`config.mk`:
```
export PLATFORM = sky130hd
export DESIGN_NAME = ssf_status
export DESIGN_NICKNAME = d
export VERILOG_FILES = /design/src/ssf_clr_flag.v /design/src/ssf_status.v
export VERILOG_INCLUDE_DIRS = /design/src /design/src/include
export SDC_FILE = /design/constraint.sdc
export NUM_CORES = 1
export LEC_CHECK = 0
export BUFFER_PORTS_ARGS = -buffer_cell sky130_fd_sc_hd__buf_4
export CAP_MARGIN = 40
export CELL_PAD_IN_SITES_DETAIL_PLACEMENT = 1
export CELL_PAD_IN_SITES_GLOBAL_PLACEMENT = 1
export CORE_MARGIN = 2
export CORE_UTILIZATION = 40
export CTS_BUF_LIST = sky130_fd_sc_hd__clkbuf_16
export DETAILED_ROUTE_END_ITERATION = 8
export PLACE_DENSITY = 0.9
export SETUP_SLACK_MARGIN = 0.2
export SLEW_MARGIN = 20
export SYNTH_ARGS = -nofsm -noshare
export SYNTH_HDL_FRONTEND = slang
export SYNTH_SLANG_ARGS = --single-unit
export TNS_END_PERCENT = 20
```
`constraint.sdc`:
```
create_clock -name clk_sys -period 2 [get_ports clk_sys]
set_input_delay 0.1 -clock clk_sys [delete_from_list [all_inputs] [get_ports clk_sys]]
set_output_delay 0.1 -clock clk_sys [all_outputs]
set_load 0.005 [all_outputs]
```
`src/include/ssf_defs.vh`:
```
// Notes on behaviour
// A parity mismatch on a received frame sets status bit 3 and ends reception.
// A parity-faulted character still lands in the receive holding register, flag stays clear.
// While parity fault is set, reception stops; clocked mode also halts transmission.
// Writing one does nothing; writing zero after reading one clears the flag.
// Dropping receiver enable leaves the parity fault flag as it was.
// Transmit done, bit 2, resets to one; set when transmitter off or last bit sent empty.
// Transmit done clears with software empty-flag clear or a DMA write of transmit data.
// Multiprocessor receive bit, bit 1, resets to zero, follows each stored frame, kept on disable.
// Multiprocessor transmit bit, bit 0, resets to zero and goes out with each frame.
// Transmit holding empty, bit 7, resets to one and shows no pending transmit data.
// Transmit holding empty sets while transmitter off and on each move to shifter.
// Transmit holding empty clears by software sequence or a DMA write of transmit data.
// Receive holding full, bit 6, resets to zero; sets on normal end of reception.
// Receive holding full clears by software sequence or a DMA read of received data.
// Dropping receiver enable leaves the receive holding full flag as it was.
// A frame completing while receive holding full is set raises overrun and is dropped.
// Software reads a flag back after clearing it while its interrupt is enabled.
// On overrun the receive holding register keeps the older character; overrun flag sets.
// A zero first stop bit raises a framing fault; a second stop bit is not checked.
// Transmit-empty and receive-full requests follow their flags when enabled.
`ifndef SSF_DEFS_VH
`define SSF_DEFS_VH

// ****************************************************************
// Register offsets
// ****************************************************************
`define SSF_ADDR_W 4
`define SSF_OFS_CONTROL 4'h0
`define SSF_OFS_STATUS 4'h4
`define SSF_OFS_TX_HOLD 4'h8
`define SSF_OFS_RX_HOLD 4'hc

// ****************************************************************
// Control fields
// ****************************************************************
`define SSF_CTL_TX_EN 0
`define SSF_CTL_RX_EN 1
`define SSF_CTL_TX_IE 2
`define SSF_CTL_RX_IE 3
`define SSF_CTL_SYNC 4
`define SSF_CONTROL_RESET 8'h00
`define SSF_CONTROL_MASK 8'h1f

// ****************************************************************
// Status fields
// ****************************************************************
`define SSF_ST_TX_EMPTY 7
`define SSF_ST_RX_FULL 6
`define SSF_ST_OVERRUN 5
`define SSF_ST_FRAMING 4
`define SSF_ST_PARITY 3
`define SSF_ST_TX_DONE 2
`define SSF_ST_MP_RX 1
`define SSF_ST_MP_TX 0
`define SSF_STATUS_RESET 8'h84
`define SSF_CLR_LO 3
`define SSF_CLR_N 5

`endif

```
`src/ssf_clr_flag.v`:
```
`timescale 1ns/10ps
`include "ssf_defs.vh"

module ssf_clr_flag #(
  parameter RESET_VAL = 1'b0
) (
  input wire clk_sys,
  input wire arst_n,
  input wire set,
  input wire hw_clear,
  input wire st_read,
  input wire st_write,
  input wire wr_bit,
  output reg flag,
  output wire sw_clear
);

  // A read that sees the flag at one arms the clear; any later status write disarms it.
  reg armed;

  assign sw_clear = st_write & ~wr_bit & armed;

  always @(posedge clk_sys or negedge arst_n)
  begin
    if (!arst_n)
    begin
      armed <= 1'b0;
    end
    else if (st_write)
    begin
      armed <= 1'b0;
    end
    else if (st_read & flag)
    begin
      armed <= 1'b1;
    end
  end

  // The set wins so that an event in the clearing cycle is not lost.
  always @(posedge clk_sys or negedge arst_n)
  begin
    if (!arst_n)
    begin
      flag <= RESET_VAL;
    end
    else if (set)
    begin
      flag <= 1'b1;
    end
    else if (hw_clear | sw_clear)
    begin
      flag <= 1'b0;
    end
  end

endmodule // ssf_clr_flag

```
`src/ssf_status.v`:
```
`timescale 1ns/10ps
`include "ssf_defs.vh"

module ssf_status #(
  parameter DATA_W = 8
) (
  input wire clk_sys,
  input wire arst_n,
  input wire [`SSF_ADDR_W-1:0] reg_addr,
  input wire [DATA_W-1:0] reg_wdata,
  input wire reg_wr,
  input wire reg_rd,
  output reg [DATA_W-1:0] reg_rdata,
  input wire dma_tx_wr,
  input wire [DATA_W-1:0] dma_tx_data,
  input wire dma_rx_rd,
  output reg [DATA_W-1:0] rx_holding,
  input wire rx_done,
  input wire [DATA_W-1:0] rx_char,
  input wire rx_parity_bad,
  input wire rx_stop_bit,
  input wire rx_mp_bit,
  output reg rx_run,
  input wire tx_shift_idle,
  input wire tx_last_bit,
  output reg tx_load,
  output reg [DATA_W-1:0] tx_char,
  output reg tx_mp_bit,
  output reg tx_halt,
  output reg tx_empty_request,
  output reg rx_full_request,
  output reg [DATA_W-1:0] status_out
);

  // ****************************************************************
  // Register decode
  // ****************************************************************
  wire ctl_wr;
  wire st_wr;
  wire st_rd;
  wire txh_wr;

  assign ctl_wr = reg_wr & (reg_addr == `SSF_OFS_CONTROL);
  assign st_wr = reg_wr & (reg_addr == `SSF_OFS_STATUS);
  assign st_rd = reg_rd & (reg_addr == `SSF_OFS_STATUS);
  assign txh_wr = reg_wr & (reg_addr == `SSF_OFS_TX_HOLD);

  // ****************************************************************
  // Control register
  // ****************************************************************
  reg [DATA_W-1:0] serial_control_reg;
  wire transmitter_enable_bit;
  wire receiver_enable_bit;
  wire tx_int_en;
  wire rx_int_en;
  wire sync_mode;

  always @(posedge clk_sys or negedge arst_n)
  begin
    if (!arst_n)
    begin
      serial_control_reg <= `SSF_CONTROL_RESET;
    end
    else if (ctl_wr)
    begin
      serial_control_reg <= reg_wdata & `SSF_CONTROL_MASK;
    end
  end

  assign transmitter_enable_bit = serial_control_reg[`SSF_CTL_TX_EN];
  assign receiver_enable_bit = serial_control_reg[`SSF_CTL_RX_EN];
  assign tx_int_en = serial_control_reg[`SSF_CTL_TX_IE];
  assign rx_int_en = serial_control_reg[`SSF_CTL_RX_IE];
  assign sync_mode = serial_control_reg[`SSF_CTL_SYNC];

  // ****************************************************************
  // Clearable flags
  // ****************************************************************
  // Index 0 to 4 maps onto status bits 3 to 7.
  localparam [7:0] ST_RESET = `SSF_STATUS_RESET;
  localparam I_PER = `SSF_ST_PARITY - `SSF_CLR_LO;
  localparam I_FER = `SSF_ST_FRAMING - `SSF_CLR_LO;
  localparam I_OVERRUN_FAULT_FLAG = `SSF_ST_OVERRUN - `SSF_CLR_LO;
  localparam I_RXF = `SSF_ST_RX_FULL - `SSF_CLR_LO;
  localparam I_TXE = `SSF_ST_TX_EMPTY - `SSF_CLR_LO;

  reg [`SSF_CLR_N-1:0] flag_set;
  reg [`SSF_CLR_N-1:0] flag_hw_clr;
  wire [`SSF_CLR_N-1:0] flag_val;
  wire [`SSF_CLR_N-1:0] flag_sw_clr;

  genvar gi;
  generate
    for (gi = 0; gi < `SSF_CLR_N; gi = gi + 1)
    begin : g_flag
      ssf_clr_flag #(
        .RESET_VAL(ST_RESET[gi+`SSF_CLR_LO])
      ) u_flag (
        .clk_sys(clk_sys),
        .arst_n(arst_n),
        .set(flag_set[gi]),
        .hw_clear(flag_hw_clr[gi]),
        .st_read(st_rd),
        .st_write(st_wr),
        .wr_bit(reg_wdata[gi+`SSF_CLR_LO]),
        .flag(flag_val[gi]),
        .sw_clear(flag_sw_clr[gi])
      );
    end
  endgenerate

  wire parity_fault_flag;
  wire framing_fault_flag;
  wire overrun_fault_flag;
  wire rx_holding_full_flag;
  wire tx_holding_empty_flag;
  wire rx_blocked;

  assign parity_fault_flag = flag_val[I_PER];
  assign framing_fault_flag = flag_val[I_FER];
  assign overrun_fault_flag = flag_val[I_OVERRUN_FAULT_FLAG];
  assign rx_holding_full_flag = flag_val[I_RXF];
  assign tx_holding_empty_flag = flag_val[I_TXE];

  // Any error flag stops the receiver until software clears it.
  assign rx_blocked = parity_fault_flag | framing_fault_flag | overrun_fault_flag;

  // ****************************************************************
  // Receive path
  // ****************************************************************
  // Frames are ignored while the receiver is off or an error flag stands.
  // The receiver enable bit is never used to clear a flag here.
  wire rx_take;
  wire rx_overrun;
  wire rx_framing;
  wire rx_parity;
  wire rx_normal;
  wire rx_store;

  assign rx_take = rx_done & receiver_enable_bit & ~rx_blocked;
  assign rx_overrun = rx_take & rx_holding_full_flag;
  assign rx_framing = rx_take & ~rx_holding_full_flag & ~rx_stop_bit;
  assign rx_parity = rx_take & ~rx_holding_full_flag & rx_parity_bad;
  assign rx_normal = rx_take & ~rx_holding_full_flag & rx_stop_bit & ~rx_parity_bad;
  assign rx_store = rx_take & ~rx_holding_full_flag;

  always @(posedge clk_sys or negedge arst_n)
  begin
    if (!arst_n)
    begin
      rx_holding <= {DATA_W{1'b0}};
    end
    else if (rx_store)
    begin
      rx_holding <= rx_char;
    end
  end

  // The older character stays put on overrun because rx_store excludes it.
  reg multiproc_rx_bit;

  always @(posedge clk_sys or negedge arst_n)
  begin
    if (!arst_n)
    begin
      multiproc_rx_bit <= 1'b0;
    end
    else if (rx_store)
    begin
      multiproc_rx_bit <= rx_mp_bit;
    end
  end

  // ****************************************************************
  // Transmit path
  // ****************************************************************
  reg [DATA_W-1:0] tx_holding_reg;
  reg multiproc_tx_bit;
  reg transmit_done_flag;
  wire next_tx_load;

  always @(posedge clk_sys or negedge arst_n)
  begin
    if (!arst_n)
    begin
      tx_holding_reg <= {DATA_W{1'b0}};
    end
    else if (dma_tx_wr)
    begin
      tx_holding_reg <= dma_tx_data;
    end
    else if (txh_wr)
    begin
      tx_holding_reg <= reg_wdata;
    end
  end

  always @(posedge clk_sys or negedge arst_n)
  begin
    if (!arst_n)
    begin
      multiproc_tx_bit <= 1'b0;
    end
    else if (st_wr)
    begin
      multiproc_tx_bit <= reg_wdata[`SSF_ST_MP_TX];
    end
  end

  // A character moves to the shifter only when one is pending and the shifter
  // is idle; the guard on tx_load keeps one character from leaving twice.
  assign next_tx_load = transmitter_enable_bit & ~tx_holding_empty_flag & tx_shift_idle
                        & ~tx_halt & ~tx_load;

  always @(posedge clk_sys or negedge arst_n)
  begin
    if (!arst_n)
    begin
      tx_load <= 1'b0;
      tx_char <= {DATA_W{1'b0}};
      tx_mp_bit <= 1'b0;
    end
    else
    begin
      tx_load <= next_tx_load;
      if (next_tx_load)
      begin
        tx_char <= tx_holding_reg;
        tx_mp_bit <= multiproc_tx_bit;
      end
    end
  end

  // Transmit done is read-only, so it needs no clearing sequence of its own.
  wire transmit_done_flag_set;
  wire transmit_done_flag_clr;

  assign transmit_done_flag_set = ~transmitter_enable_bit | (tx_last_bit & tx_holding_empty_flag);
  assign transmit_done_flag_clr = flag_sw_clr[I_TXE] | dma_tx_wr;

  always @(posedge clk_sys or negedge arst_n)
  begin
    if (!arst_n)
    begin
      transmit_done_flag <= ST_RESET[`SSF_ST_TX_DONE];
    end
    else if (transmit_done_flag_set)
    begin
      transmit_done_flag <= 1'b1;
    end
    else if (transmit_done_flag_clr)
    begin
      transmit_done_flag <= 1'b0;
    end
  end

  // ****************************************************************
  // Flag events
  // ****************************************************************
  always @*
  begin
    flag_set = {`SSF_CLR_N{1'b0}};
    flag_hw_clr = {`SSF_CLR_N{1'b0}};
    flag_set[I_PER] = rx_parity;
    flag_set[I_FER] = rx_framing;
    flag_set[I_OVERRUN_FAULT_FLAG] = rx_overrun;
    flag_set[I_RXF] = rx_normal;
    flag_set[I_TXE] = ~transmitter_enable_bit | tx_load;
    flag_hw_clr[I_RXF] = dma_rx_rd;
    flag_hw_clr[I_TXE] = dma_tx_wr;
  end

  // ****************************************************************
  // Status image
  // ****************************************************************
  wire [DATA_W-1:0] status_now;

  assign status_now = {tx_holding_empty_flag,
                       rx_holding_full_flag,
                       overrun_fault_flag,
                       framing_fault_flag,
                       parity_fault_flag,
                       transmit_done_flag,
                       multiproc_rx_bit,
                       multiproc_tx_bit};

  // ****************************************************************
  // Outputs
  // ****************************************************************
  // Requests run one cycle behind the flags, so a servicing DMA may see a
  // request for one cycle after its own transfer.
  always @(posedge clk_sys or negedge arst_n)
  begin
    if (!arst_n)
    begin
      rx_run <= 1'b0;
      tx_halt <= 1'b0;
      tx_empty_request <= 1'b0;
      rx_full_request <= 1'b0;
      status_out <= `SSF_STATUS_RESET;
    end
    else
    begin
      rx_run <= receiver_enable_bit & ~rx_blocked;
      tx_halt <= sync_mode & rx_blocked;
      tx_empty_request <= tx_int_en & transmitter_enable_bit & tx_holding_empty_flag;
      rx_full_request <= rx_int_en & rx_holding_full_flag;
      status_out <= status_now;
    end
  end

  // ****************************************************************
  // Read data
  // ****************************************************************
  // The status read shows the value before any change in the same cycle.
  reg [DATA_W-1:0] next_rdata;

  always @*
  begin
    next_rdata = {DATA_W{1'b0}};
    case (reg_addr)
      `SSF_OFS_CONTROL:
      begin
        next_rdata = serial_control_reg;
      end
      `SSF_OFS_STATUS:
      begin
        next_rdata = status_now;
      end
      `SSF_OFS_TX_HOLD:
      begin
        next_rdata = tx_holding_reg;
      end
      `SSF_OFS_RX_HOLD:
      begin
        next_rdata = rx_holding;
      end
      default:
      begin
        next_rdata = {DATA_W{1'b0}};
      end
    endcase
  end

  always @(posedge clk_sys or negedge arst_n)
  begin
    if (!arst_n)
    begin
      reg_rdata <= {DATA_W{1'b0}};
    end
    else if (reg_rd)
    begin
      reg_rdata <= next_rdata;
    end
    else
    begin
      reg_rdata <= {DATA_W{1'b0}};
    end
  end

endmodule // ssf_status

```
Yosys cells after proc, flatten, opt, wreduce, memory -nomap -nowiden:

Index checks and enable logic that the tools add are counted.

* register bits after elaboration: 64
* output and inout bits: 38
* word-level logic and storage cells: 122

* equality and inequality tests: 3
* muxes and demuxes: 25
* bitwise operators: 56
* reduce and logical (&&, ||, !) cells: 13

Operator list (count)
* AND 1 bit: 37
* one-hot mux 8 bit (4 select lines): 1
* 2-to-1 mux 8 bit: 3
* nonzero test 2 bit: 12
* 2-to-1 mux 1 bit: 21
* NOT 1 bit: 13
* equality test 4 bit, second input constant: 2
* bitwise OR 1 bit: 6
* equality test 4 x 3 -> 1 bit, second input constant: 1
* logical NOT 4 bit: 1

Depth between registers and ports, before layout:

Gate-level depths: netlist of run 1.

* depth in word-level cells: 8
* gate-level depth with buffers: 5
* gate-level depth less buffers: 3

Cells and area by module:

Synthesis of run 1 repeated with hierarchy kept, for this count alone.

* cell total of the unflattened synthesis: 211
* area total of the unflattened synthesis: 2711.4 um^2

Modules (own cells, without submodules)
* ssf_status: times used 1, cells an instance 171, area an instance 2297.2 um^2, sequential area each 1355.0 um^2
* ssf_clr_flag (g_flag[0].u_flag ...): times used 4, cells an instance 8, area an instance 82.6 um^2, sequential area each 50.0 um^2
* ssf_clr_flag (g_flag[4].u_flag): times used 1, cells an instance 8, area an instance 83.8 um^2, sequential area each 51.3 um^2

Least setup slack after synthesis of run 1:

No wires, ideal clock.

* path type: reg2reg
* start: reg g_flag[2].u_flag.flag
* end: reg multiproc_rx_bit
* setup time: 0.125 ns
* arrival time: 1.326 ns
* data required time: 1.875 ns
* path slack: 0.549 ns
* cell stages (with the launch flop): 5
* buffers on the path: 1
* clock period less this slack: 1.451 ns
* path through: dfrtp_1 > nor4b_4 > nand3b_1 > buf_2 > mux2_2

* word-level cells in the longest chain between the ends: 4

RTL lines
* start: declaration: RTL line ssf_clr_flag.v:14 `output reg flag,`
* start signal: assignment: RTL line ssf_clr_flag.v:44 `flag <= RESET_VAL;`
* start signal: assignment: RTL line ssf_clr_flag.v:48 `flag <= 1'b1;`
* start signal: assignment: RTL line ssf_clr_flag.v:52 `flag <= 1'b0;`
* bitwise OR 1 bit: RTL line ssf_status.v:126 `assign rx_blocked = parity_fault_flag | framing_fault_flag | overrun_fault_flag;`
* NOT 1 bit: RTL line ssf_status.v:140 `assign rx_take = rx_done & receiver_enable_bit & ~rx_blocked;`
* AND 1 bit: RTL line ssf_status.v:140
* AND 1 bit: RTL line ssf_status.v:145 `assign rx_store = rx_take & ~rx_holding_full_flag;`
* end signal: assignment: RTL line ssf_status.v:170 `multiproc_rx_bit <= rx_mp_bit;`
* end: declaration: RTL line ssf_status.v:160 `reg multiproc_rx_bit;`

No other way between the ends.
A chain may end at the register's enable or synchronous reset.

Final worst setup path of run 1:

* start: reg g_flag[2].u_flag.flag
* end: reg rx_holding[5]

* word-level cells in the longest chain between the ends: 4

RTL lines
* bitwise OR 1 bit: RTL line ssf_status.v:126
* NOT 1 bit: RTL line ssf_status.v:140
* AND 1 bit: RTL line ssf_status.v:140
* AND 1 bit: RTL line ssf_status.v:145
* end signal: assignment: RTL line ssf_status.v:151 `rx_holding <= {DATA_W{1'b0}};`
* end signal: assignment: RTL line ssf_status.v:155 `rx_holding <= rx_char;`
* end: declaration: RTL line ssf_status.v:17 `output reg [DATA_W-1:0] rx_holding,`

No other way between the ends.

==> results of run 1 <==
## power by group
group / leakage, nW / switching [W] / internal, W / total [W]
Combinational: 0.790 / 0.000407 / 0.000638 / 0.00105
Clock: 0.161 / 0.000558 / 0.00120 / 0.00176
Sequential: 0.794 / 0.000309 / 0.00166 / 0.00197
Total: 1.74 / 0.00127 / 0.00350 / 0.00477
## area by class of cell
cell class	instances	area share, %
clock buffers	9	6.00
inverters	6	0.600
repair buffers	86	17.9
flip-flops and latches	64	42.8
well taps	77	2.57
multi-input cells	128	27.2
clock inverters	7	2.93
## per-layer routing
metal	share of wire [%]	vias up	routed length [um]	track usage, %
met2	52	100	4190	39.5
li1	-	934	-	-
met4	2.9	0	238	8.66
met1	38	1061	3090	28.4
met3	7.5	20	611	6.54
met5	0	-	0	0
## cell usage in the layout (no fill, tap or decap), types with 5 or more instances in the layout
| cell | instances |
|---|---|
| a21oi_1 | 12 |
| clkbuf_16 | 9 |
| o21ai_0 | 11 |
| nor2_1 | 10 |
| nand3_1 | 5 |
| mux2i_1 | 8 |
| buf_4 | 82 |
| nor2b_1 | 10 |
| inv_1 | 6 |
| mux2_2 | 27 |
| dfrtp_1 | 60 |
| a41oi_1 | 9 |
## worst paths after layout
| check | endpoint | cells past startpoint | startpoint |
|---|---|---|---|
| hold / removal | rx_holding[0] | 2 | rx_char[0] |
| hold reg to reg | status_out[2] | 0 | transmit_done_flag |
| max in group asynchronous | transmit_done_flag | 3 | arst_n |
| min in group asynchronous | rx_run | 2 | arst_n |
| setup reg to reg | rx_holding[5] | 4 | g_flag[2].u_flag.flag |
| setup / recovery | rx_holding[5] | 4 | g_flag[2].u_flag.flag |
## timing repair
item                       CTS  global route
setup endpoints to repair    2             0
hold endpoints to repair    62             0
resized for setup            0             0
setup buffers                1             0
hold buffers                 3             0
## metrics by stage
stage | setup WS [ns] | hold slack (ns)
after floorplan | 0.549 | -0.196
after global placement | 0.301 | 0.227
after detailed placement | 0.203 | 0.234
after CTS | 0.419 | 0.00106
after global routing | 0.330 | 0.00194
final | 0.401 | 0.00366
## cell families after synthesis
family                 share of synthesized area, %
DFF                                            59.6
AOI/OAI and AO/OA                              11.5
and+or+nand+nor                                10.9
muxes                                          15.2
buffers and inverters                          2.79
==> metrics, run 1 <==
status=complete, no violations; final wirelength=8130 um; post-DP HPWL=5700 um; Pleak=1.74 nW; Final GP Congestion=0.835; Synth Flop Type=dfrtp_1; area leader, netlist=dfrtp_1; Yosys reg bits=64; Critical Path AT=1.80 ns; top area cells in the synthesized netlist=dfrtp_1 56%, mux2_2 11%, dfstp_2 3.9%, mux2i_1 3.0%, a41oi_1 2.9%; critical path required time=about 2.2 ns; CTS tree=done; synthesized area per cell=13.0 um^2; Syn Inst Count=~210; Worst VDD drop=0.696 mV; crit-path leading delay family=simple AND/OR/NAND/NOR gates; Hold Crit Class=in -> reg; Setup crit end kind=register; FP Rows=29; max cap viols=0; vias in the first global route=2343; register area=0.00161 mm^2; Post-synth top cells=60 x dfrtp_1, 27 x mux2_2, 12 x a21oi_1; syn_nets=248; Final Setup Violations=0; most common cell in the synthesized netlist=dfrtp_1; FMAX=626 MHz; CP peak stage delay=between 0.4 and 0.5 ns; clock skew=approximately 0.0031 ns; final non-filler cell total=377; Post-Route Utilization=58.4%; Crit Path Class=reg -> reg; ANT nets after route=0; share of cells above drive strength 1=45.0%; clock tree sinks=64; Area Growth Syn to Fin=39.3%; routed vias/inst=5.61; fillers=roughly 660; Antenna diodes=0; drt pass-1 iters=4; Area after DPL=0.00335 mm^2; crit path buf inv count=1; Vert. Die Dim=86.1 um; DIE WIDTH=about 86 um; Setup TNS=0 ns; die area=approximately 0.0074 mm^2; final worst path period share=around four fifths; largest net degree at the start of global routing=65; flop-to-flop setup slack=0.40 ns; asr flop ratio synth=100%; via count=2115; final worst path period need=between 1.5 and 2 ns; core area=0.00642 mm^2; Crit Path Max Fanout=11; Total GRT Usage=between 20% and 30%; Post-synth EDFFs=0; initial antenna violation count=0; remaining global-route overflow=0; Skew-Pair Late Insertion Delay=between 0.3 and 0.4 ns; I/O Pins=78; Mapped Area=0.00270 mm^2; Port Buffers=77; Slew Limit Headroom=40.8%; Final Power=0.00477 W; Iter 0 DRT Violations=140; Clock Tree Buf Depth=2; slew of the pin with the lowest slew margin=just under 0.9 ns; critical-path cell list=nor4b_4 -> nand3b_1 -> buf_4 -> mux2_2; DRC Markers=0; Fin. Hold Viols=0; Root Buffer=clkbuf_16; CTS clk-pin slew, worst paths=about 0.050 ns; Initial Utilization=42.0%; Synth Warn #=0; placed insts=between 300 and 400; Seq/Total Area, Yosys=59.6%; RSZ-0062 raised after global routing=no; Finished Cell Area=0.00375 mm^2; CP max-delay cell=dfrtp_1; total CTS buffers=9; fin nets=around 340; Yosys cell types=37; H-tree levels=3; Yosys top cell area share=55.7%; first-pass GRT wire length=12800 um; DR WL/cell=21.6 um; total power density per cell area=1270 mW/mm^2; CP startpoint kind=register; multi-input gate area in the final layout=0.00102 mm^2; Pins Over Slew Limit=0
Note: power is estimated with default switching activity, not from simulation.
==> inputs of run 2 (changes only) <==
Settings changed: ABC_AREA set to 1, CORE_UTILIZATION 40 to 38, PLACE_DENSITY 0.9 to 0.91.
Clock period 2 ns to 1.5 ns, I/O delays scaled along.
==> metrics, run 2 <==
DR WL/cell=18.6 um (-14%); critical path required time=1.77 ns (-0.44 ns); top area cells in the synthesized netlist=dfrtp_1 54%, nand2_1 12%, nand3_1 9.2%, inv_1 5.1%, o21ai_0 5.0%; Fin. Hold Viols=0 (unchanged); Final Setup Violations=0 (unchanged); DIE WIDTH=89.6 um (+4.0%); H-tree levels=3 (unchanged); Final GP Congestion=0.801 (-4.0%); Vert. Die Dim=89.6 um (+4.0%); Slew Limit Headroom=67.0% (+26 points); DRC Markers=0 (unchanged); Setup TNS=0 ns (unchanged); ANT nets after route=0 (unchanged); FMAX=794 MHz (+27%); final wirelength=9900 um (+22%); I/O Pins=78 (unchanged); Final Power=0.00622 W (+30%); critical-path cell list=nor3b_4 -> nand2_2 -> buf_4 -> inv_1; slew of the pin with the lowest slew margin=0.495 ns (-0.391 ns); syn_nets=366 (+48%); CP startpoint kind=register; Critical Path AT=1.53 ns (-0.27 ns); Pins Over Slew Limit=0 (unchanged); Total GRT Usage=26.5% (+3.1 points); multi-input gate area in the final layout=0.00101 mm^2 (-0.86%); Hold Crit Class=in -> reg; Antenna diodes=0 (unchanged); vias in the first global route=2909 (+24%); first-pass GRT wire length=15300 um (+20%); Crit Path Max Fanout=9 (-2); Post-synth EDFFs=0 (unchanged); Post-synth top cells=91 x nand2_1, 60 x dfrtp_1, 51 x nand3_1; fillers=831 (+27%); RSZ-0062 raised after global routing=yes; initial antenna violation count=0 (unchanged); CTS clk-pin slew, worst paths=0.06 ns (about the same); Root Buffer=clkbuf_16; share of cells above drive strength 1=29.4% (-16 points); status=complete, no violations; Port Buffers=77 (unchanged); Crit Path Class=reg -> reg; commonest cells after routing, fill and taps aside=89 x nand2_1, 87 x buf_4, 59 x dfrtp_1; Synth Warn #=0 (unchanged); Syn Inst Count=326 (+57%); largest net degree at the start of global routing=35 (-46%); CP peak stage delay=0.42 ns (-0.05 ns); FP Rows=31 (+6.9%); Skew-Pair Late Insertion Delay=0.33 ns (about the same); synthesized area per cell=8.53 um^2 (-34%); Seq/Total Area, Yosys=57.8% (-1.9 points); asr flop ratio synth=100% (unchanged); CTS tree=done; Synth Flop Type=dfrtp_1; crit path buf inv count=2 (+1); routed vias/inst=5.09 (-9.2%); core area=0.00718 mm^2 (+12%); Area Growth Syn to Fin=42.9%; Iter 0 DRT Violations=171 (+22%); post-DP HPWL=6340 um (+11%); crit-path leading delay family=simple AND/OR/NAND/NOR gates; Mapped Area=0.00278 mm^2 (+3.2%); fin nets=467 (+39%); leading cell type in the layout, fill and taps excluded=nand2_1; final worst path period need=1.26 ns (-0.339 ns); most common cell in the synthesized netlist=nand2_1; area leader, netlist=dfrtp_1; total power density per cell area=1570 mW/mm^2 (+23%); total CTS buffers=9 (unchanged); remaining global-route overflow=0 (unchanged); Yosys cell types=22 (-41%); Initial Utilization=38.8% (-3.2 points); CP max-delay cell=dfstp_2; Pleak=2.09 nW (+20%); register area=0.00161 mm^2 (about the same); die area=0.00802 mm^2 (+8.2%); Yosys reg bits=64 (unchanged); max cap viols=0 (unchanged); via count=2704 (+28%); Yosys top cell area share=54.0% (-1.7 points); Setup crit end kind=register; drt pass-1 iters=4 (unchanged); Clock Tree Buf Depth=2 (unchanged); clock skew=0.00928 ns (+0.00616 ns); final worst path period share=84.0% (+4.0 points); Worst VDD drop=0.653 mV (-6.1%); clock tree sinks=64 (unchanged)
-- run 2: cell types whose count changed in the layout (fill, tap and decap cells not counted), moves of 10 or more --
cell,delta
inv_1,+32
mux2_2,-27
nand2_1,+86
nand3_1,+46
nor2_1,+11
nor2b_1,-10
o21ai_0,+16
-- run 2: area by class of cell --
type / count / area share, %
Inverter: 40 / 3.78
Clock buffer: 9 / 5.67
Sequential cell: 64 / 40.4
Tap cell: 99 / 3.12
Clock inverter: 7 / 1.83
Multi-Input combinational cell: 213 / 25.4
Timing Repair Buffer: 99 / 19.7
-- run 2: tightest hold or removal path, stage by stage --
cell	delay (ns)
buf_4	0.08
nand3_1	0.08
nand2_1	0.07
-- run 2: through the flow --
| step | std cells | hold WS (ns) | area [um^2] | setup WS [ns] | utilization [%] |
|---|---|---|---|---|---|
| final | 531 | 0.00508 | 3980 | 0.240 | 55.4 |
| after global routing | 531 | 0.0278 | 3980 | 0.162 | 55.4 |
| after CTS | 531 | 0.00209 | 3940 | 0.180 | 54.9 |
| after detailed placement | 500 | 0.0367 | 3490 | 0.0488 | 48.6 |
| after global placement | 500 | 0.0329 | 3490 | 0.188 | 48.6 |
| after floorplan | 326 | -0.221 | 2780 | 0.345 | - |
-- run 2: power breakdown --
group / internal, W / total, W / switching [W]
clock: 0.00128 / 0.00207 / 0.000782
sequential: 0.00224 / 0.00266 / 0.000423
combinational: 0.000738 / 0.00150 / 0.000760
total: 0.00426 / 0.00622 / 0.00197
-- run 2: path summary, 6_finish.rpt --
| kind | start | end | slack, ns | cells after the start |
|---|---|---|---|---|
| worst max register to register | g_flag[4].u_flag.flag | tx_load | 0.24 | 4 |
| worst min-delay path | rx_char[6] | rx_holding[6] | 0.005 | 3 |
| min in group asynchronous | arst_n | g_flag[0].u_flag.armed | 0.23 | 2 |
| worst max-delay path | g_flag[4].u_flag.flag | tx_load | 0.24 | 4 |
| worst min register to register | transmit_done_flag | status_out[2] | 0.38 | 0 |
| max in group asynchronous | arst_n | transmit_done_flag | 0.69 | 3 |
-- run 2: kinds of logic (layout without fill, tap and decap cells) --
group,after synthesis,count (layout),synth area share [%]
DFF,64,64,57.8
AOI/OAI and AO/OA,37,37,6.75
buffers and inverters,50,155,7.78
and+or+nand+nor,175,176,27.7
-- run 2: layer usage --
metal | GRT usage [%] | part of all wire (%)
met5 | 0 | 0
met1 | 31.3 | 39
met4 | 12.3 | 3.4
met3 | 4.43 | 3.8
met2 | 46.6 | 54
-- run 2: repair_timing --
item | CTS | global route
hold buffers | 10 | 0
resized for setup | 4 | 11
cloned | 1 | 0
pin swaps | 2 | 1
setup endpoints to repair | 12 | 23
setup buffers | 4 | 0
endpoints found under the hold margin | 39 | 0
